<file path="src/verilog/ltsr_pkg.sv">
/*
 * Package for the regulator trim and converter trigger register bank:
 * register offsets, field layout, reset values and bus answers.
 * Assumes a 32-bit AXI4-Lite register bus and a 100 MHz clock.
 */
package ltsr_pkg;

    // Printed offsets are not all multiples of four, so they are indices
    localparam logic [7:0]  LTSR_IDX_CONV_CTRL   = 8'h00;
    localparam logic [7:0]  LTSR_IDX_CONV_LATEST = 8'h03;
    localparam logic [7:0]  LTSR_IDX_CONV_WAKEUP = 8'h06;
    localparam logic [7:0]  LTSR_IDX_PG_CONTROL  = 8'h08;
    localparam logic [7:0]  LTSR_IDX_PG_STATUS   = 8'h09;
    localparam logic [7:0]  LTSR_IDX_PG_DELAY    = 8'h0b;
    localparam logic [7:0]  LTSR_IDX_PG_TEST     = 8'h0c;
    localparam logic [7:0]  LTSR_IDX_TRIM        = 8'h30;

    // Own words: upper trim byte, wake configuration, reserved file guard
    localparam logic [7:0]  LTSR_IDX_TRIM_HI     = 8'h31;
    localparam logic [7:0]  LTSR_IDX_WAKE_CFG    = 8'h40;
    localparam logic [7:0]  LTSR_IDX_RSVD_FILE   = 8'h29;

    localparam int          LTSR_ADDR_W          = 12;
    localparam int          LTSR_TRIM_W          = 40;
    localparam int          LTSR_CONV_CTRL_W     = 16;

    localparam logic [39:0] LTSR_TRIM_RESET      = 40'h8888888888;
    localparam logic [15:0] LTSR_CONV_CTRL_RESET = 16'h0000;
    localparam int          LTSR_CONV_EN_BIT     = 0;
    localparam int          LTSR_WAKE_LOAD_BIT   = 12;
    localparam logic [31:0] LTSR_WAKE_CFG_RESET  = 32'h00000000;

    // Time the converter needs per reading
    localparam real         LTSR_CONV_TIME_NS    = 2500.0;
    localparam real         LTSR_CLK_NS          = 10.0;
    localparam int          LTSR_CONV_CYCLES     = int'($ceil(LTSR_CONV_TIME_NS / LTSR_CLK_NS));

    localparam logic [1:0]  LTSR_RESP_OKAY       = 2'b00;
    localparam logic [1:0]  LTSR_RESP_SLVERR     = 2'b10;

endpackage

</file>
<file path="src/verilog/ltsr_top.sv">
/*
 * Register bank for the regulator voltage trim word and the transmit
 * calibration converter control, behind an AXI4-Lite slave.
 * Assumes stored trim word and converter readings arrive from logic
 * on mclk; the wake-up load request is a single-cycle pulse.
 */
// Decided for this implementation: the AXI4-Lite register port.
// Function
// - 40-bit read/write trim register resetting to 0x8888888888.
// - Trim register content drives the regulator voltage outputs.
// - Wake config bit 12 enables automatic copy of stored trim word.
// - Converter control at 0x00, readings 0x03 and 0x06, pulse regs after.
// - Converter control is 16-bit read/write, resetting to zero.
// - Bit 0 written one sets converter enable, zero clears it.
// - Latest readings hold supply in bits 7:0, temperature in 15:8.
`timescale 1ns/1ps
module ltsr_top
    import ltsr_pkg::*;
(
    input  wire logic                   mclk,
    input  wire logic                   rst_b,
    input  wire logic [LTSR_ADDR_W-1:0] s_axi_awaddr,
    input  wire logic [2:0]             s_axi_awprot,
    input  wire logic                   s_axi_awvalid,
    output logic                        s_axi_awready,
    input  wire logic [31:0]            s_axi_wdata,
    input  wire logic [3:0]             s_axi_wstrb,
    input  wire logic                   s_axi_wvalid,
    output logic                        s_axi_wready,
    output logic [1:0]                  s_axi_bresp,
    output logic                        s_axi_bvalid,
    input  wire logic                   s_axi_bready,
    input  wire logic [LTSR_ADDR_W-1:0] s_axi_araddr,
    input  wire logic [2:0]             s_axi_arprot,
    input  wire logic                   s_axi_arvalid,
    output logic                        s_axi_arready,
    output logic [31:0]                 s_axi_rdata,
    output logic [1:0]                  s_axi_rresp,
    output logic                        s_axi_rvalid,
    input  wire logic                   s_axi_rready,
    input  wire logic                   wake_load_pulse,
    input  wire logic [39:0]            stored_regulator_trim_word,
    input  wire logic                   reading_done,
    input  wire logic [7:0]             latest_supply_reading,
    input  wire logic [7:0]             latest_temperature_reading,
    input  wire logic [15:0]            converter_wakeup_readings,
    output logic [39:0]                 regulator_voltage_trim,
    output logic                        converter_enable,
    output logic                        converter_busy
);

    logic [39:0]            trim_reg, trim_next;
    logic [15:0]            conv_ctrl_reg, conv_ctrl_next;
    logic [31:0]            wake_cfg_reg, wake_cfg_next;
    logic [15:0]            latest_reg, latest_next;
    logic [8:0]             conv_cnt_reg, conv_cnt_next;
    logic                   aw_held_reg, aw_held_next;
    logic                   w_held_reg, w_held_next;
    logic [LTSR_ADDR_W-1:0] awaddr_reg, awaddr_next;
    logic [31:0]            wdata_reg, wdata_next;
    logic [3:0]             wstrb_reg, wstrb_next;
    logic                   bvalid_reg, bvalid_next;
    logic [1:0]             bresp_reg, bresp_next;
    logic                   rvalid_reg, rvalid_next;
    logic [1:0]             rresp_reg, rresp_next;
    logic [31:0]            rdata_reg, rdata_next;

    logic                   wr_go;
    logic [7:0]             wr_idx;
    logic [7:0]             rd_idx;
    logic [31:0]            wmask;

    assign s_axi_awready = !aw_held_reg && !bvalid_reg;
    assign s_axi_wready  = !w_held_reg && !bvalid_reg;
    assign s_axi_arready = !rvalid_reg;
    assign s_axi_bvalid  = bvalid_reg;
    assign s_axi_bresp   = bresp_reg;
    assign s_axi_rvalid  = rvalid_reg;
    assign s_axi_rresp   = rresp_reg;
    assign s_axi_rdata   = rdata_reg;

    assign regulator_voltage_trim = trim_reg;
    assign converter_enable       = conv_ctrl_reg[LTSR_CONV_EN_BIT];
    assign converter_busy         = conv_cnt_reg != 9'h000;

    assign wr_go  = aw_held_reg && w_held_reg && !bvalid_reg;
    assign wr_idx = awaddr_reg[9:2];
    assign rd_idx = s_axi_araddr[9:2];
    assign wmask  = {{8{wstrb_reg[3]}}, {8{wstrb_reg[2]}}, {8{wstrb_reg[1]}}, {8{wstrb_reg[0]}}};

    always_comb begin
        aw_held_next   = aw_held_reg;
        w_held_next    = w_held_reg;
        awaddr_next    = awaddr_reg;
        wdata_next     = wdata_reg;
        wstrb_next     = wstrb_reg;
        bvalid_next    = bvalid_reg;
        bresp_next     = bresp_reg;
        rvalid_next    = rvalid_reg;
        rresp_next     = rresp_reg;
        rdata_next     = rdata_reg;
        trim_next      = trim_reg;
        conv_ctrl_next = conv_ctrl_reg;
        wake_cfg_next  = wake_cfg_reg;
        latest_next    = latest_reg;
        conv_cnt_next  = conv_cnt_reg;

        // Address and data may arrive in either order
        if (s_axi_awvalid && s_axi_awready) begin
            aw_held_next = 1'b1;
            awaddr_next  = s_axi_awaddr;
        end
        if (s_axi_wvalid && s_axi_wready) begin
            w_held_next = 1'b1;
            wdata_next  = s_axi_wdata;
            wstrb_next  = s_axi_wstrb;
        end

        // Busy window counts the minimum converter time after enable
        if (!conv_ctrl_reg[LTSR_CONV_EN_BIT] || reading_done) begin
            conv_cnt_next = 9'h000;
        end else if (conv_cnt_reg != 9'h000) begin
            conv_cnt_next = conv_cnt_reg - 9'h001;
        end

        if (reading_done) begin
            latest_next = {latest_temperature_reading, latest_supply_reading};
        end

        if (wake_load_pulse && wake_cfg_reg[LTSR_WAKE_LOAD_BIT]) begin
            trim_next = stored_regulator_trim_word;
        end

        if (wr_go) begin
            aw_held_next = 1'b0;
            w_held_next  = 1'b0;
            bvalid_next  = 1'b1;
            bresp_next   = LTSR_RESP_OKAY;
            unique case (wr_idx)
                LTSR_IDX_CONV_CTRL: begin
                    // Reserved bits are stored as written; only bit 0 acts
                    conv_ctrl_next = (conv_ctrl_reg & ~wmask[15:0]) | (wdata_reg[15:0] & wmask[15:0]);
                    if (!conv_ctrl_reg[LTSR_CONV_EN_BIT] && wstrb_reg[0] && wdata_reg[LTSR_CONV_EN_BIT]) begin
                        conv_cnt_next = 9'(LTSR_CONV_CYCLES);
                    end
                end
                LTSR_IDX_TRIM: begin
                    trim_next[31:0] = (trim_reg[31:0] & ~wmask) | (wdata_reg & wmask);
                end
                LTSR_IDX_TRIM_HI: begin
                    if (wstrb_reg[0]) begin
                        trim_next[39:32] = wdata_reg[7:0];
                    end
                end
                LTSR_IDX_WAKE_CFG: begin
                    wake_cfg_next = (wake_cfg_reg & ~wmask) | (wdata_reg & wmask);
                end
                // Read-only readings and unbacked pulse-generator words ignore writes
                LTSR_IDX_CONV_LATEST, LTSR_IDX_CONV_WAKEUP, LTSR_IDX_PG_CONTROL,
                LTSR_IDX_PG_STATUS, LTSR_IDX_PG_DELAY, LTSR_IDX_PG_TEST: begin
                end
                default: begin
                    bresp_next = LTSR_RESP_SLVERR;
                end
            endcase
        end else if (bvalid_reg && s_axi_bready) begin
            bvalid_next = 1'b0;
        end

        if (s_axi_arvalid && s_axi_arready) begin
            rvalid_next = 1'b1;
            rresp_next  = LTSR_RESP_OKAY;
            unique case (rd_idx)
                LTSR_IDX_CONV_CTRL:   rdata_next = {16'h0000, conv_ctrl_reg};
                LTSR_IDX_CONV_LATEST: rdata_next = {16'h0000, latest_reg};
                LTSR_IDX_CONV_WAKEUP: rdata_next = {16'h0000, converter_wakeup_readings};
                LTSR_IDX_PG_CONTROL, LTSR_IDX_PG_STATUS,
                LTSR_IDX_PG_DELAY, LTSR_IDX_PG_TEST: rdata_next = 32'h00000000;
                LTSR_IDX_TRIM:        rdata_next = trim_reg[31:0];
                LTSR_IDX_TRIM_HI:     rdata_next = {24'h000000, trim_reg[39:32]};
                LTSR_IDX_WAKE_CFG:    rdata_next = wake_cfg_reg;
                default: begin
                    rdata_next = 32'h00000000;
                    rresp_next = LTSR_RESP_SLVERR;
                end
            endcase
        end else if (rvalid_reg && s_axi_rready) begin
            rvalid_next = 1'b0;
        end
    end

    always_ff @(posedge mclk) begin
        if (!rst_b) begin
            trim_reg      <= LTSR_TRIM_RESET;
            conv_ctrl_reg <= LTSR_CONV_CTRL_RESET;
            wake_cfg_reg  <= LTSR_WAKE_CFG_RESET;
            latest_reg    <= 16'h0000;
            conv_cnt_reg  <= 9'h000;
            aw_held_reg   <= 1'b0;
            w_held_reg    <= 1'b0;
            awaddr_reg    <= '0;
            wdata_reg     <= 32'h00000000;
            wstrb_reg     <= 4'h0;
            bvalid_reg    <= 1'b0;
            bresp_reg     <= LTSR_RESP_OKAY;
            rvalid_reg    <= 1'b0;
            rresp_reg     <= LTSR_RESP_OKAY;
            rdata_reg     <= 32'h00000000;
        end else begin
            trim_reg      <= trim_next;
            conv_ctrl_reg <= conv_ctrl_next;
            wake_cfg_reg  <= wake_cfg_next;
            latest_reg    <= latest_next;
            conv_cnt_reg  <= conv_cnt_next;
            aw_held_reg   <= aw_held_next;
            w_held_reg    <= w_held_next;
            awaddr_reg    <= awaddr_next;
            wdata_reg     <= wdata_next;
            wstrb_reg     <= wstrb_next;
            bvalid_reg    <= bvalid_next;
            bresp_reg     <= bresp_next;
            rvalid_reg    <= rvalid_next;
            rresp_reg     <= rresp_next;
            rdata_reg     <= rdata_next;
        end
    end

endmodule
</file>
<file path="config.mk">
export PLATFORM = sky130hd
export DESIGN_NAME = ltsr_top
export DESIGN_NICKNAME = d
export VERILOG_FILES = /design/src/verilog/ltsr_pkg.sv /design/src/verilog/ltsr_top.sv
export SDC_FILE = /design/constraint.sdc
export NUM_CORES = 1
export LEC_CHECK = 0
export BUFFER_PORTS_ARGS = -buffer_cell sky130_fd_sc_hd__buf_2
export CAP_MARGIN = 20
export CORE_MARGIN = 10
export CORE_UTILIZATION = 30
export CTS_BUF_LIST = sky130_fd_sc_hd__clkbuf_4 sky130_fd_sc_hd__clkbuf_8 sky130_fd_sc_hd__clkbuf_16
export DETAILED_ROUTE_END_ITERATION = 7
export MAX_ROUTING_LAYER = met4
export PLACE_DENSITY = 0.55
export SLEW_MARGIN = 40
export SYNTH_ARGS = -nofsm -noshare
export SYNTH_HDL_FRONTEND = slang
export SYNTH_SLANG_ARGS = --single-unit
export TNS_END_PERCENT = 100
</file>
<file path="constraint.sdc">
create_clock -name mclk -period 1.55 [get_ports mclk]
set_input_delay 0.2325 -clock mclk [delete_from_list [all_inputs] [get_ports mclk]]
set_output_delay 0.2325 -clock mclk [all_outputs]
set_load 0.05 [all_outputs]
</file>
# Yosys cells after proc, flatten, opt, wreduce, memory -nomap -nowiden
# Index checks and enable logic that the tools add are counted.
# word_totals
regBits	199
out_inout_bits	83
# op_classes
addsub	1
n_eq_ne	18
n_mux	17
bitwise_logic	11
n_reduce_logical	28
# ops
operator	n
32-bit case mux with 6 select lines	1
32-bit AND	3
40-bit 2-to-1 mux	2
8-bit by 4-bit equality test with 1-bit output, second input constant	8
32-bit OR	2
9-bit 2-to-1 mux	5
16-bit AND	2
8-bit by 6-bit equality test with 1-bit output, second input constant	4
32-bit 2-to-1 mux	1
32-bit inverter	1
10-bit OR reduction	2
8-bit by 2-bit equality test with 1-bit output, second input constant	2
8-bit by 3-bit equality test with 1-bit output, second input constant	2
8-bit by 7-bit equality test with 1-bit output, second input constant	2
8-bit logical NOT	2
8-bit 2-to-1 mux	2
16-bit inverter	1
16-bit OR	1
1-bit logical AND	12
9-bit nonzero test	1
9-bit by 1-bit subtractor with 9-bit output, second input constant	1
1-bit logical NOT	5
1-bit 2-to-1 mux	4
2-bit 2-to-1 mux	2
5 further kinds	7

# Depth between registers and ports, before layout
# Gate-level depths: netlist of run 1.
# logic_depth
ltp_word	6
ltp_mapped	7
ltp_nobuf	6

# Least setup slack after synthesis of run 1
# OpenSTA, ideal clock, no wires.
# synth_timing
kind	reg-to-reg
from	register bvalid_reg, in the netlist s_axi_bvalid
to	register wdata_reg[10]
t_arrival_ps	2225
required_time_ps	1480
slack_ps	-745
path_stages_with_launch	7
synth_period_minus_slack_ps	2295
path_cell_list	dfxtp_1 -> nor2_1 -> and2_1 -> clkbuf_1 -> clkbuf_1 -> nand2_1 -> a21oi_1
# synth_via
elab_chain_len	3
# synth_lines
item	line	rtl
start: declaration	ltsr_top.sv:62	logic bvalid_reg, bvalid_next;
start signal: assignment	ltsr_top.sv:220	bvalid_reg <= bvalid_next;
1-bit logical NOT	ltsr_top.sv:74	assign s_axi_wready = !w_held_reg && !bvalid_reg;
1-bit logical AND	ltsr_top.sv:74	
via s_axi_wready	ltsr_top.sv:29	output logic s_axi_wready,
1-bit logical AND	ltsr_top.sv:113	if (s_axi_wvalid && s_axi_wready) begin
end signal: assignment	ltsr_top.sv:218	wdata_reg <= wdata_next;
end: declaration	ltsr_top.sv:60	logic [31:0] wdata_reg, wdata_next;
# The timed path passes the listed nets, and every way through them passes these cells.
# A chain may end at the register's enable or synchronous reset.

# Final worst setup path of run 1
# layout_timing
from	register conv_cnt_reg[3]
to	output port converter_busy
# layout_via
elab_chain_len	1
# layout_lines
item	line	rtl
start: declaration	ltsr_top.sv:56	logic [8:0] conv_cnt_reg, conv_cnt_next;
start signal: assignment	ltsr_top.sv:214	conv_cnt_reg <= conv_cnt_next;
9-bit nonzero test	ltsr_top.sv:84	assign converter_busy = conv_cnt_reg != 9'h000;
end: declaration	ltsr_top.sv:49	output logic converter_busy
# No other way between the ends.

==> flow_metrics.env, run 1 <==
export IMPL_status="finished, violations left"
export IMPL_violations="negative setup slack"
export IMPL_slowest_stage="dfxtp_4"
export IMPL_vias=8112
export IMPL_dp_hpwl_mm=23.63
export IMPL_synth_avg_cell_area_um2=9.235
export IMPL_yosysTopAreaCell="dfxtp_1"
export IMPL_slew_headroom_pct=62.15
export IMPL_tightest_slew_ps=565.4
export IMPL_syn_inst=935
export IMPL_fin_nets=1365
export IMPL_grt_pass1_wl_mm=48.84
export IMPL_sw_frac_of_total_pct=28.73
export IMPL_p_per_area_nw_per_um2=901.3
export IMPL_seq_area_um2=3925
export IMPL_antenna_found_initial=2
export IMPL_ys_seq_area_share_pct=45.21
export IMPL_finalSetupViolCount=67
export IMPL_area_growth_pct=42.31
export IMPL_slowest_delay_ps=360
export IMPL_synth_flop_cell="dfxtp_1"
export IMPL_crit_start="conv_cnt_reg[3]$_SDFF_PN0_"
export IMPL_power_mw=11.08
export IMPL_p_switching_mw=3.182
export IMPL_p_int_mw=7.893
export IMPL_grt_pass1_vias=8214
export IMPL_clkPwrFrac_pct=40.4
export IMPL_tritoncts="done"
export IMPL_synth_async_reset_ratio_pct=0
export IMPL_combPwrFrac_pct=12.1
export IMPL_path_cells="nor4_4, buf_4, nand3_4, buf_8"
export IMPL_drc_errors=0
export IMPL_synth_edf_count=0
export IMPL_cp_start_kind="flip-flop"
export IMPL_hold_class="input port to flip-flop"
export IMPL_wire_per_inst_um=19.41
export IMPL_die_h_um=189.7
export IMPL_hold_viol=0
export IMPL_ant_nets=0
export IMPL_vdd_drop_max_v=0.0007120
export IMPL_synth_area_top_cells="dfxtp_1 (45%), mux2i_1 (9.0%), nand2_1 (4.6%)"
export IMPL_synth_top_area_share_pct=45.21
export IMPL_drt_iter0_drc=544
export IMPL_cts_inserted_buffers=17
export IMPL_gp_congestion=0.8352
export IMPL_die_area_um2=35970
export IMPL_drv_cap=0
export IMPL_seqPwrFrac_pct=47.5
export IMPL_crit_path_end_kind="output port"
export IMPL_ys_ff_latch=195
export IMPL_via_per_inst=5.017
export IMPL_synth_area_um2=8635
export IMPL_required_ps=1320
export IMPL_multi_input_area_um2=4857
export IMPL_p_leak_nw=5.550
export IMPL_rsz0062_at_grt="true"
export IMPL_synth_distinct_cells=66
export IMPL_finClkSkew_ps=12.30
export IMPL_clock_root_buffer="clkbuf_16"
export IMPL_reg2reg_from="awaddr_reg[9]$_SDFFE_PN0P_"
export IMPL_die_width_um=189.7
export IMPL_clock_sinks=195
export IMPL_wl_mm=31.38
export IMPL_hold_start="s_axi_awaddr[3]"
export IMPL_core_um2=28550
export IMPL_critPathMaxFanout=2
export IMPL_start_util_pct=30.25
export IMPL_grt_overflow=0
export IMPL_clock_fmax_mhz=585.8
export IMPL_clockBufferDepth=2
export IMPL_pin_count=230
export IMPL_fin_crit_sh_pct=110.1
export IMPL_yosysMostFrequentCell="dfxtp_1"
export IMPL_synth_commonest_cells="dfxtp_1 (195), nand2_1 (106), nor2_1 (95)"
export IMPL_timing_final_max_slew_violations=0
export IMPL_dr_pass1_iters=5
export IMPL_grt_usage_pct=17.74
export IMPL_fin_ws_ps=-157.1
export IMPL_grt_max_degree=74
export IMPL_critPathArrivalTime_ps=1470
export IMPL_setup_tns_ps=-4681
export IMPL_period_minus_slack_ps=1707
export IMPL_critical_path_class="flip-flop to output port"
export IMPL_fill_cells=2940
export IMPL_rows=62
export IMPL_path_clk_slew_ps=80
export IMPL_drive_gt1_share_pct=38.21
export IMPL_holdWs_ps=20.44
export IMPL_clkLatencyLatePin_ps=440
export IMPL_yosysWarnings=0
export IMPL_htree_levels=4
export IMPL_port_buffer_count=213
==> what timing repair did <==
item | 4_1_cts | 5_1_grt
gates cloned | 4 | 0
endpoints found under the hold margin | 5 | 0
hold buffers | 5 | 0
gates resized for setup | 88 | 28
buffers inserted | 21 | 2
pin swaps | 32 | 23
setup endpoints to repair | 93 | 98
==> critical path: cells and delay by family (launching register included) <==
kind / cells / cell delay [ps]
AND/OR/NAND/NOR: 2 / 360
buffers and inverters: 2 / 320
flip-flops: 1 / 360
==> power by group through the flow <==
| stage | Clock (mW) | Sequential, mW | Combinational (mW) |
|---|---|---|---|
| 6_report | 4.48 | 5.26 | 1.34 |
| 5_1_grt | 4.79 | 5.27 | 1.47 |
| 4_1_cts | 4.59 | 5.25 | 1.34 |
| 3_5_place_dp | 0 | 5.37 | 1.22 |
| 3_3_place_gp | 0 | 5.37 | 1.21 |
| 2_1_floorplan | 0 | 5.41 | 0.612 |
==> cell usage in the layout (no fill, tap or decap), drive strengths merged, types with 8 or more instances in the layout <==
master   count
a221o        9
nand2      107
a22o        26
a211o        8
buf        330
a41o         8
clkbuf      18
a21oi       60
o21a        12
inv         22
nand3       10
a2bb2oi     16
or3b         8
a211oi      14
nor3        13
dfxtp      195
nor2        95
a22oi       20
a221oi       8
o221a       24
clkinv       8
o31a        12
and3        18
o21ai       29
mux2i       78
nor2b        8
nand4       11
==> per-layer routing <==
| metal | share of wire [%] | vias up | global-route usage (%) |
|---|---|---|---|
| met5 | 0 | - | - |
| met4 | 1.7 | 0 | 4.701 |
| met3 | 5.1 | 21 | 3.479 |
| met2 | 48 | 234 | 28.18 |
| met1 | 46 | 3851 | 22.62 |
| li1 | - | 4006 | - |
==> logic make-up (layout without fill, tap and decap cells) <==
| logic type | Yosys count | in the layout | share of synthesized area, % |
|---|---|---|---|
| AOI/OAI and AO/OA | 257 | 257 | 22.46 |
| DFF | 195 | 195 | 45.21 |
| other | 1 | 5 | 0.04343 |
| adders and majority gates | 1 | 1 | 0.1449 |
| and+or+nand+nor | 306 | 306 | 17.75 |
| muxes | 79 | 79 | 9.173 |
| xor gates and xnor gates | 6 | 6 | 0.6086 |
| buffers and inverters | 90 | 384 | 4.608 |
==> path summary, 6_finish.rpt <==
path	endpoint	slack [ps]	depth (start not counted)
setup / recovery	converter_busy	-160	4
hold / removal	awaddr_reg[3]$_SDFFE_PN0P_	20	3
setup reg to reg	flip-flop	-130	5
hold reg to reg	conv_cnt_reg[8]$_SDFF_PN0_	470	2
==> cell type report <==
type / count / share of cell area, %
antenna: 3 / 0.06109
inverter: 16 / 0.5397
clock buffer: 17 / 3.462
timing repair buffer: 336 / 19.08
multi-input combinational: 651 / 39.53
tap: 384 / 3.910
clock inverter: 15 / 1.476
sequential: 195 / 31.94
==> per-stage QoR <==
| stage | area [µm²] | setup slack, ps | util (%) | instances |
|---|---|---|---|---|
| after CTS | 12150 | -179.6 | 42.54 | 1613 |
| final | 12290 | -157.1 | 43.04 | 1617 |
| after detailed placement | 10860 | -279.9 | 38.03 | 1551 |
| after floorplan | 8812 | -120.7 | - | 936 |
| after global routing | 12290 | -213.5 | 43.04 | 1616 |
| after global placement | 10850 | -198.4 | 38.02 | 1551 |
Note: power is estimated with default switching activity, not from simulation.
==> run 2, diff against run 1 <==
--- a/config.mk
+++ b/config.mk
@@ -12,7 +12,7 @@
 export CTS_BUF_LIST = sky130_fd_sc_hd__clkbuf_4 sky130_fd_sc_hd__clkbuf_8 sky130_fd_sc_hd__clkbuf_16
 export DETAILED_ROUTE_END_ITERATION = 7
 export MAX_ROUTING_LAYER = met4
-export PLACE_DENSITY = 0.55
+export PLACE_DENSITY = 0.53
 export SLEW_MARGIN = 40
 export SYNTH_ARGS = -nofsm -noshare
 export SYNTH_HDL_FRONTEND = slang
==> constraint.sdc (replaced) <==
create_clock -name mclk -period 2.1 [get_ports mclk]
set_input_delay 0.315 -clock mclk [delete_from_list [all_inputs] [get_ports mclk]]
set_output_delay 0.315 -clock mclk [all_outputs]
set_load 0.05 [all_outputs]
==> flow_metrics.env, run 2 (synthesis gave the netlist of run 1 again) <==
export IMPL_hold_viol=0
export IMPL_grt_overflow=0
export IMPL_met3_usage_pct=3.570
export IMPL_slew_headroom_pct=53.43
export IMPL_clkPwrFrac_pct=41.4
export IMPL_finClkSkew_ps=16.43
export IMPL_setup_tns_ps=0
export IMPL_use_met2_pct=25.24
export IMPL_required_ps=1780
export IMPL_wl_mm=29.66
export IMPL_p_switching_mw=2.309
export IMPL_drt_iter0_drc=611
export IMPL_start_util_pct=30.25
export IMPL_path_delay_family="flip-flops"
export IMPL_antenna_found_initial=2
export IMPL_pin_count=230
export IMPL_grt_max_degree=51
export IMPL_busiest_layer="met2"
export IMPL_fin_crit_sh_pct=95.21
export IMPL_p_per_area_nw_per_um2=735.8
export IMPL_dp_hpwl_mm=22.06
export IMPL_clock_root_buffer="clkbuf_16"
export IMPL_gp_congestion=0.8109
export IMPL_die_area_um2=35970
export IMPL_hold_class="input port to flip-flop"
export IMPL_grt_pass1_wl_mm=45.24
export IMPL_drive_gt1_share_pct=30.29
export IMPL_clkLatencyLatePin_ps=440
export IMPL_final_cell_mix="buf_2 (212), dfxtp_1 (195), nand2_1 (106), nor2_1 (94), mux2i_1 (78)"
export IMPL_placed_area_um2=10260
export IMPL_grt_pass1_vias=7710
export IMPL_critical_path_class="flip-flop to output port"
export IMPL_fin_ws_ps=100.6
export IMPL_critPathMaxFanout=4
export IMPL_period_minus_slack_ps=1999
export IMPL_pre_cts_ws_ps=63.79
export IMPL_drv_cap=0
export IMPL_core_um2=28550
export IMPL_critPathArrivalTime_ps=1680
export IMPL_via_per_inst=5.040
export IMPL_drc_errors=0
export IMPL_rows=62
export IMPL_clock_sinks=195
export IMPL_p_int_mw=5.712
export IMPL_die_h_um=189.7
export IMPL_path_cells="inv_1, ha_1, nor2b_2, nand3_1, clkbuf_4"
export IMPL_cp_start_kind="flip-flop"
export IMPL_final_common_cell="buf_2"
export IMPL_wire_per_inst_um=19.32
export IMPL_tritoncts="done"
export IMPL_ant_nets=0
export IMPL_final_area_um2=10900
export IMPL_finalSetupViolCount=0
export IMPL_status="finished clean"
export IMPL_slowest_delay_ps=370
export IMPL_seqPwrFrac_pct=48.4
export IMPL_vdd_drop_max_v=0.0005737
export IMPL_use_met1_pct=21.61
export IMPL_timing_final_max_slew_violations=0
export IMPL_crit_path_end_kind="output port"
export IMPL_path_clk_slew_ps=90
export IMPL_area_growth_pct=26.26
export IMPL_dr_pass1_iters=5
export IMPL_slowest_stage="dfxtp_1"
export IMPL_vias=7737
export IMPL_fin_nets=1284
export IMPL_worst_path_buf_inv=2
export IMPL_cts_hold_buf=0
export IMPL_clock_fmax_mhz=500.1
export IMPL_sw_frac_of_total_pct=28.79
export IMPL_fill_cells=2970
export IMPL_die_width_um=189.7
export IMPL_clockBufferDepth=2
export IMPL_tightest_slew_ps=695.4
export IMPL_htree_levels=4
export IMPL_combPwrFrac_pct=10.2
export IMPL_p_leak_nw=4.988
export IMPL_cts_inserted_buffers=17
export IMPL_port_buffer_count=213
export IMPL_grt_usage_pct=16.39
export IMPL_final_util_pct=38.19
[run 2: changes by cell type in the layout (fill, tap and decap cells not counted), moves of 11 or more]
cell     change
o21ai_0     +13
buf_12      -11
o221a_4     -18
buf_4       -42
buf_6       -22
o221a_2     +18
[run 2: through the flow]
step	std cells	hold WS [ps]	total power, mW
CTS	1532	82.73	8.098
floorplan	936	429.5	4.420
finish	1535	100.1	8.022
global placement	1500	450.0	4.775
global route	1535	92.36	8.338
detailed placement	1500	453.0	4.782
[run 2: layout make-up]
class                      instances  area (µm²)  share of cell area [%]
inverter                          16       62.56                  0.5739
clock inverter                    15       182.7                   1.676
timing repair buffer             255        1446                   13.27
tap                              384       480.5                   4.407
sequential                       195        3904                   35.81
multi-input combinational        651        4395                   40.32
clock buffer                      17       425.4                   3.902
antenna                            2       5.005                 0.04591
[run 2: per-layer routing]
metal	vias up	routed length (µm)
met1	3657	14340
met5	-	0
met4	0	327
met3	24	1608
met2	230	13380
li1	3826	-
[run 2: final timing paths]
| path | start | to | slack [ps] | depth (start not counted) |
|---|---|---|---|---|
| worst min-delay path | stored_regulator_trim_word[19] | flip-flop | 100 | 2 |
| worst min register to register | conv_cnt_reg[8]$_SDFF_PN0_ | conv_cnt_reg[8]$_SDFF_PN0_ | 470 | 2 |
| worst max register to register | w_held_reg$_SDFFE_PP0P_ | flip-flop | 210 | 5 |
| worst max-delay path | conv_cnt_reg[0]$_SDFF_PN0_ | converter_busy | 100 | 5 |
[run 2: worst reg2reg max path, stage by stage (launching register included)]
cell and delay [ps]:
dfxtp_1 380, and3b_1 290, buf_4 190, and4_1 360
a22o_1 370, o221a_2 250
[run 2: power by group through the flow]
stage / clock network, mW / registers (mW) / logic (mW)
finish: 3.32 / 3.88 / 0.818
global route: 3.55 / 3.89 / 0.891
CTS: 3.40 / 3.88 / 0.822
detailed placement: 0 / 3.96 / 0.818
global placement: 0 / 3.96 / 0.814
floorplan: 0 / 3.99 / 0.433
[run 2: what timing repair did]
item | CTS | global route
resized for setup | 0 | 5
buffers inserted | 0 | 1
hold endpoints to repair | 0 | 0
setup endpoints to repair | 0 | 40
==> run 3, diff against run 2 <==
--- a/config.mk
+++ b/config.mk
@@ -5,14 +5,14 @@
 export SDC_FILE = /design/constraint.sdc
 export NUM_CORES = 1
 export LEC_CHECK = 0
-export BUFFER_PORTS_ARGS = -buffer_cell sky130_fd_sc_hd__buf_2
 export CAP_MARGIN = 20
-export CORE_MARGIN = 10
+export CORE_MARGIN = 5
 export CORE_UTILIZATION = 30
 export CTS_BUF_LIST = sky130_fd_sc_hd__clkbuf_4 sky130_fd_sc_hd__clkbuf_8 sky130_fd_sc_hd__clkbuf_16
 export DETAILED_ROUTE_END_ITERATION = 7
+export DONT_BUFFER_PORTS = 1
 export MAX_ROUTING_LAYER = met4
-export PLACE_DENSITY = 0.53
+export PLACE_DENSITY = 0.47
 export SLEW_MARGIN = 40
 export SYNTH_ARGS = -nofsm -noshare
 export SYNTH_HDL_FRONTEND = slang
==> flow_metrics.env, run 3 (synthesis gave the netlist of run 1 again) <==
export IMPL_period_minus_slack_ps=1959
export IMPL_clock_fmax_mhz=510.6
export IMPL_finClkSkew_ps=21.27
export IMPL_clock_sinks=195
export IMPL_dr_pass1_iters=4
export IMPL_fin_nets=1121
export IMPL_power_mw=7.856
export IMPL_grt_pass1_vias=7109
export IMPL_fin_ws_ps=141.3
export IMPL_required_ps=1780
export IMPL_final_cells=1372
export IMPL_rsz0062_at_grt="false"
export IMPL_final_common_cell="dfxtp_1"
export IMPL_via_per_inst=5.226
export IMPL_htree_levels=4
export IMPL_timing_final_max_slew_violations=0
export IMPL_vdd_drop_max_v=0.0004352
export IMPL_clockBufferDepth=2
export IMPL_grt_pass1_wl_mm=44.20
export IMPL_critPathMaxFanout=4
export IMPL_finalSetupViolCount=0
export IMPL_p_leak_nw=4.255
export IMPL_final_area_um2=10260
export IMPL_tightest_slew_ps=655.7
export IMPL_drt_iter0_drc=356
export IMPL_gp_congestion=0.7907
export IMPL_crit_path_end_kind="output port"
export IMPL_start_util_pct=30.25
export IMPL_tritoncts="done"
export IMPL_critical_path_class="flip-flop to output port"
export IMPL_cp_start_kind="flip-flop"
export IMPL_critPathArrivalTime_ps=1640
export IMPL_wire_per_inst_um=21.05
export IMPL_wl_mm=28.89
export IMPL_multi_input_area_um2=4393
export IMPL_die_width_um=179.7
export IMPL_rows=62
export IMPL_clkLatencyLatePin_ps=450
export IMPL_antenna_found_initial=2
export IMPL_grt_usage_pct=17.89
export IMPL_ant_nets=0
export IMPL_holdWs_ps=20.39
export IMPL_drc_errors=0
export IMPL_die_area_um2=32270
export IMPL_placed_area_um2=9208
export IMPL_hold_class="input port to flip-flop"
export IMPL_dp_hpwl_mm=20.59
export IMPL_seq_area_um2=3904
export IMPL_port_buffer_count=0
export IMPL_dpl_cell_count=1295
export IMPL_pre_cts_ws_ps=68.78
export IMPL_p_per_area_nw_per_um2=765.9
export IMPL_vias=7170
export IMPL_pin_count=230
export IMPL_slew_headroom_pct=56.23
export IMPL_final_cell_mix="dfxtp_1 (195), nand2_1 (106), nor2_1 (93), mux2i_1 (78), a21oi_1 (60)"
export IMPL_grt_max_degree=61
export IMPL_status="finished clean"
export IMPL_area_growth_pct=18.79
export IMPL_die_h_um=179.7
export IMPL_cts_inserted_buffers=17
export IMPL_hold_viol=0
export IMPL_fin_crit_sh_pct=93.27
export IMPL_setup_tns_ps=0
export IMPL_core_um2=28550
export IMPL_r2r_slack_ps=160
export IMPL_final_util_pct=35.93
export IMPL_fill_cells=3034
export IMPL_drive_gt1_share_pct=14.71
export IMPL_clock_root_buffer="clkbuf_16"
export IMPL_drv_cap=0
export IMPL_path_clk_slew_ps=90
export IMPL_grt_overflow=0
==> run 3: critical path, cell delays in order (launching register included) <==
cell and delay (ps):
dfxtp_1 370, inv_1 50, ha_1 210, nor2b_2 180
nand3_1 160, buf_4 230
==> run 3: where the power goes <==
part	switching (mW)	internal (mW)
clock network	1.68	1.62
registers	0.143	3.79
logic	0.371	0.255
total	2.19	5.66
==> run 3: cell type report <==
class | count | share of cell area, %
diodes | 2 | 0.04879
inverters | 16 | 0.6099
clock buffers | 18 | 4.221
repair buffers | 92 | 8.002
well taps | 384 | 4.684
multi-input cells | 651 | 42.83
clock inverters | 14 | 1.549
flip-flops and latches | 195 | 38.06
==> run 3: worst paths after layout <==
kind / start / endpoint / depth (start not counted)
setup / recovery: conv_cnt_reg[0]$_SDFF_PN0_ / converter_busy / 5
hold / removal: latest_supply_reading[2] / latest_reg[2]$_SDFFE_PN0P_ / 2
setup reg to reg: awaddr_reg[6]$_SDFFE_PN0P_ / flip-flop / 5
hold reg to reg: wstrb_reg[1]$_SDFFE_PN0P_ / wstrb_reg[1]$_SDFFE_PN0P_ / 2
==> run 3: metal layers <==
layer | global-route usage (%) | part of all wire (%) | up-vias
met2 | 27.36 | 45 | 213
met5 | - | 0 | -
li1 | - | - | 3501
met3 | 5.901 | 7.7 | 29
met1 | 22.95 | 45 | 3427
met4 | 4.511 | 1.6 | 0
==> run 3: repair_timing <==
action	CTS	global route
endpoints found under the setup margin	0	20
endpoints found under the hold margin	45	1
hold buffers	41	1
gates resized for setup	0	5
buffers inserted	0	1
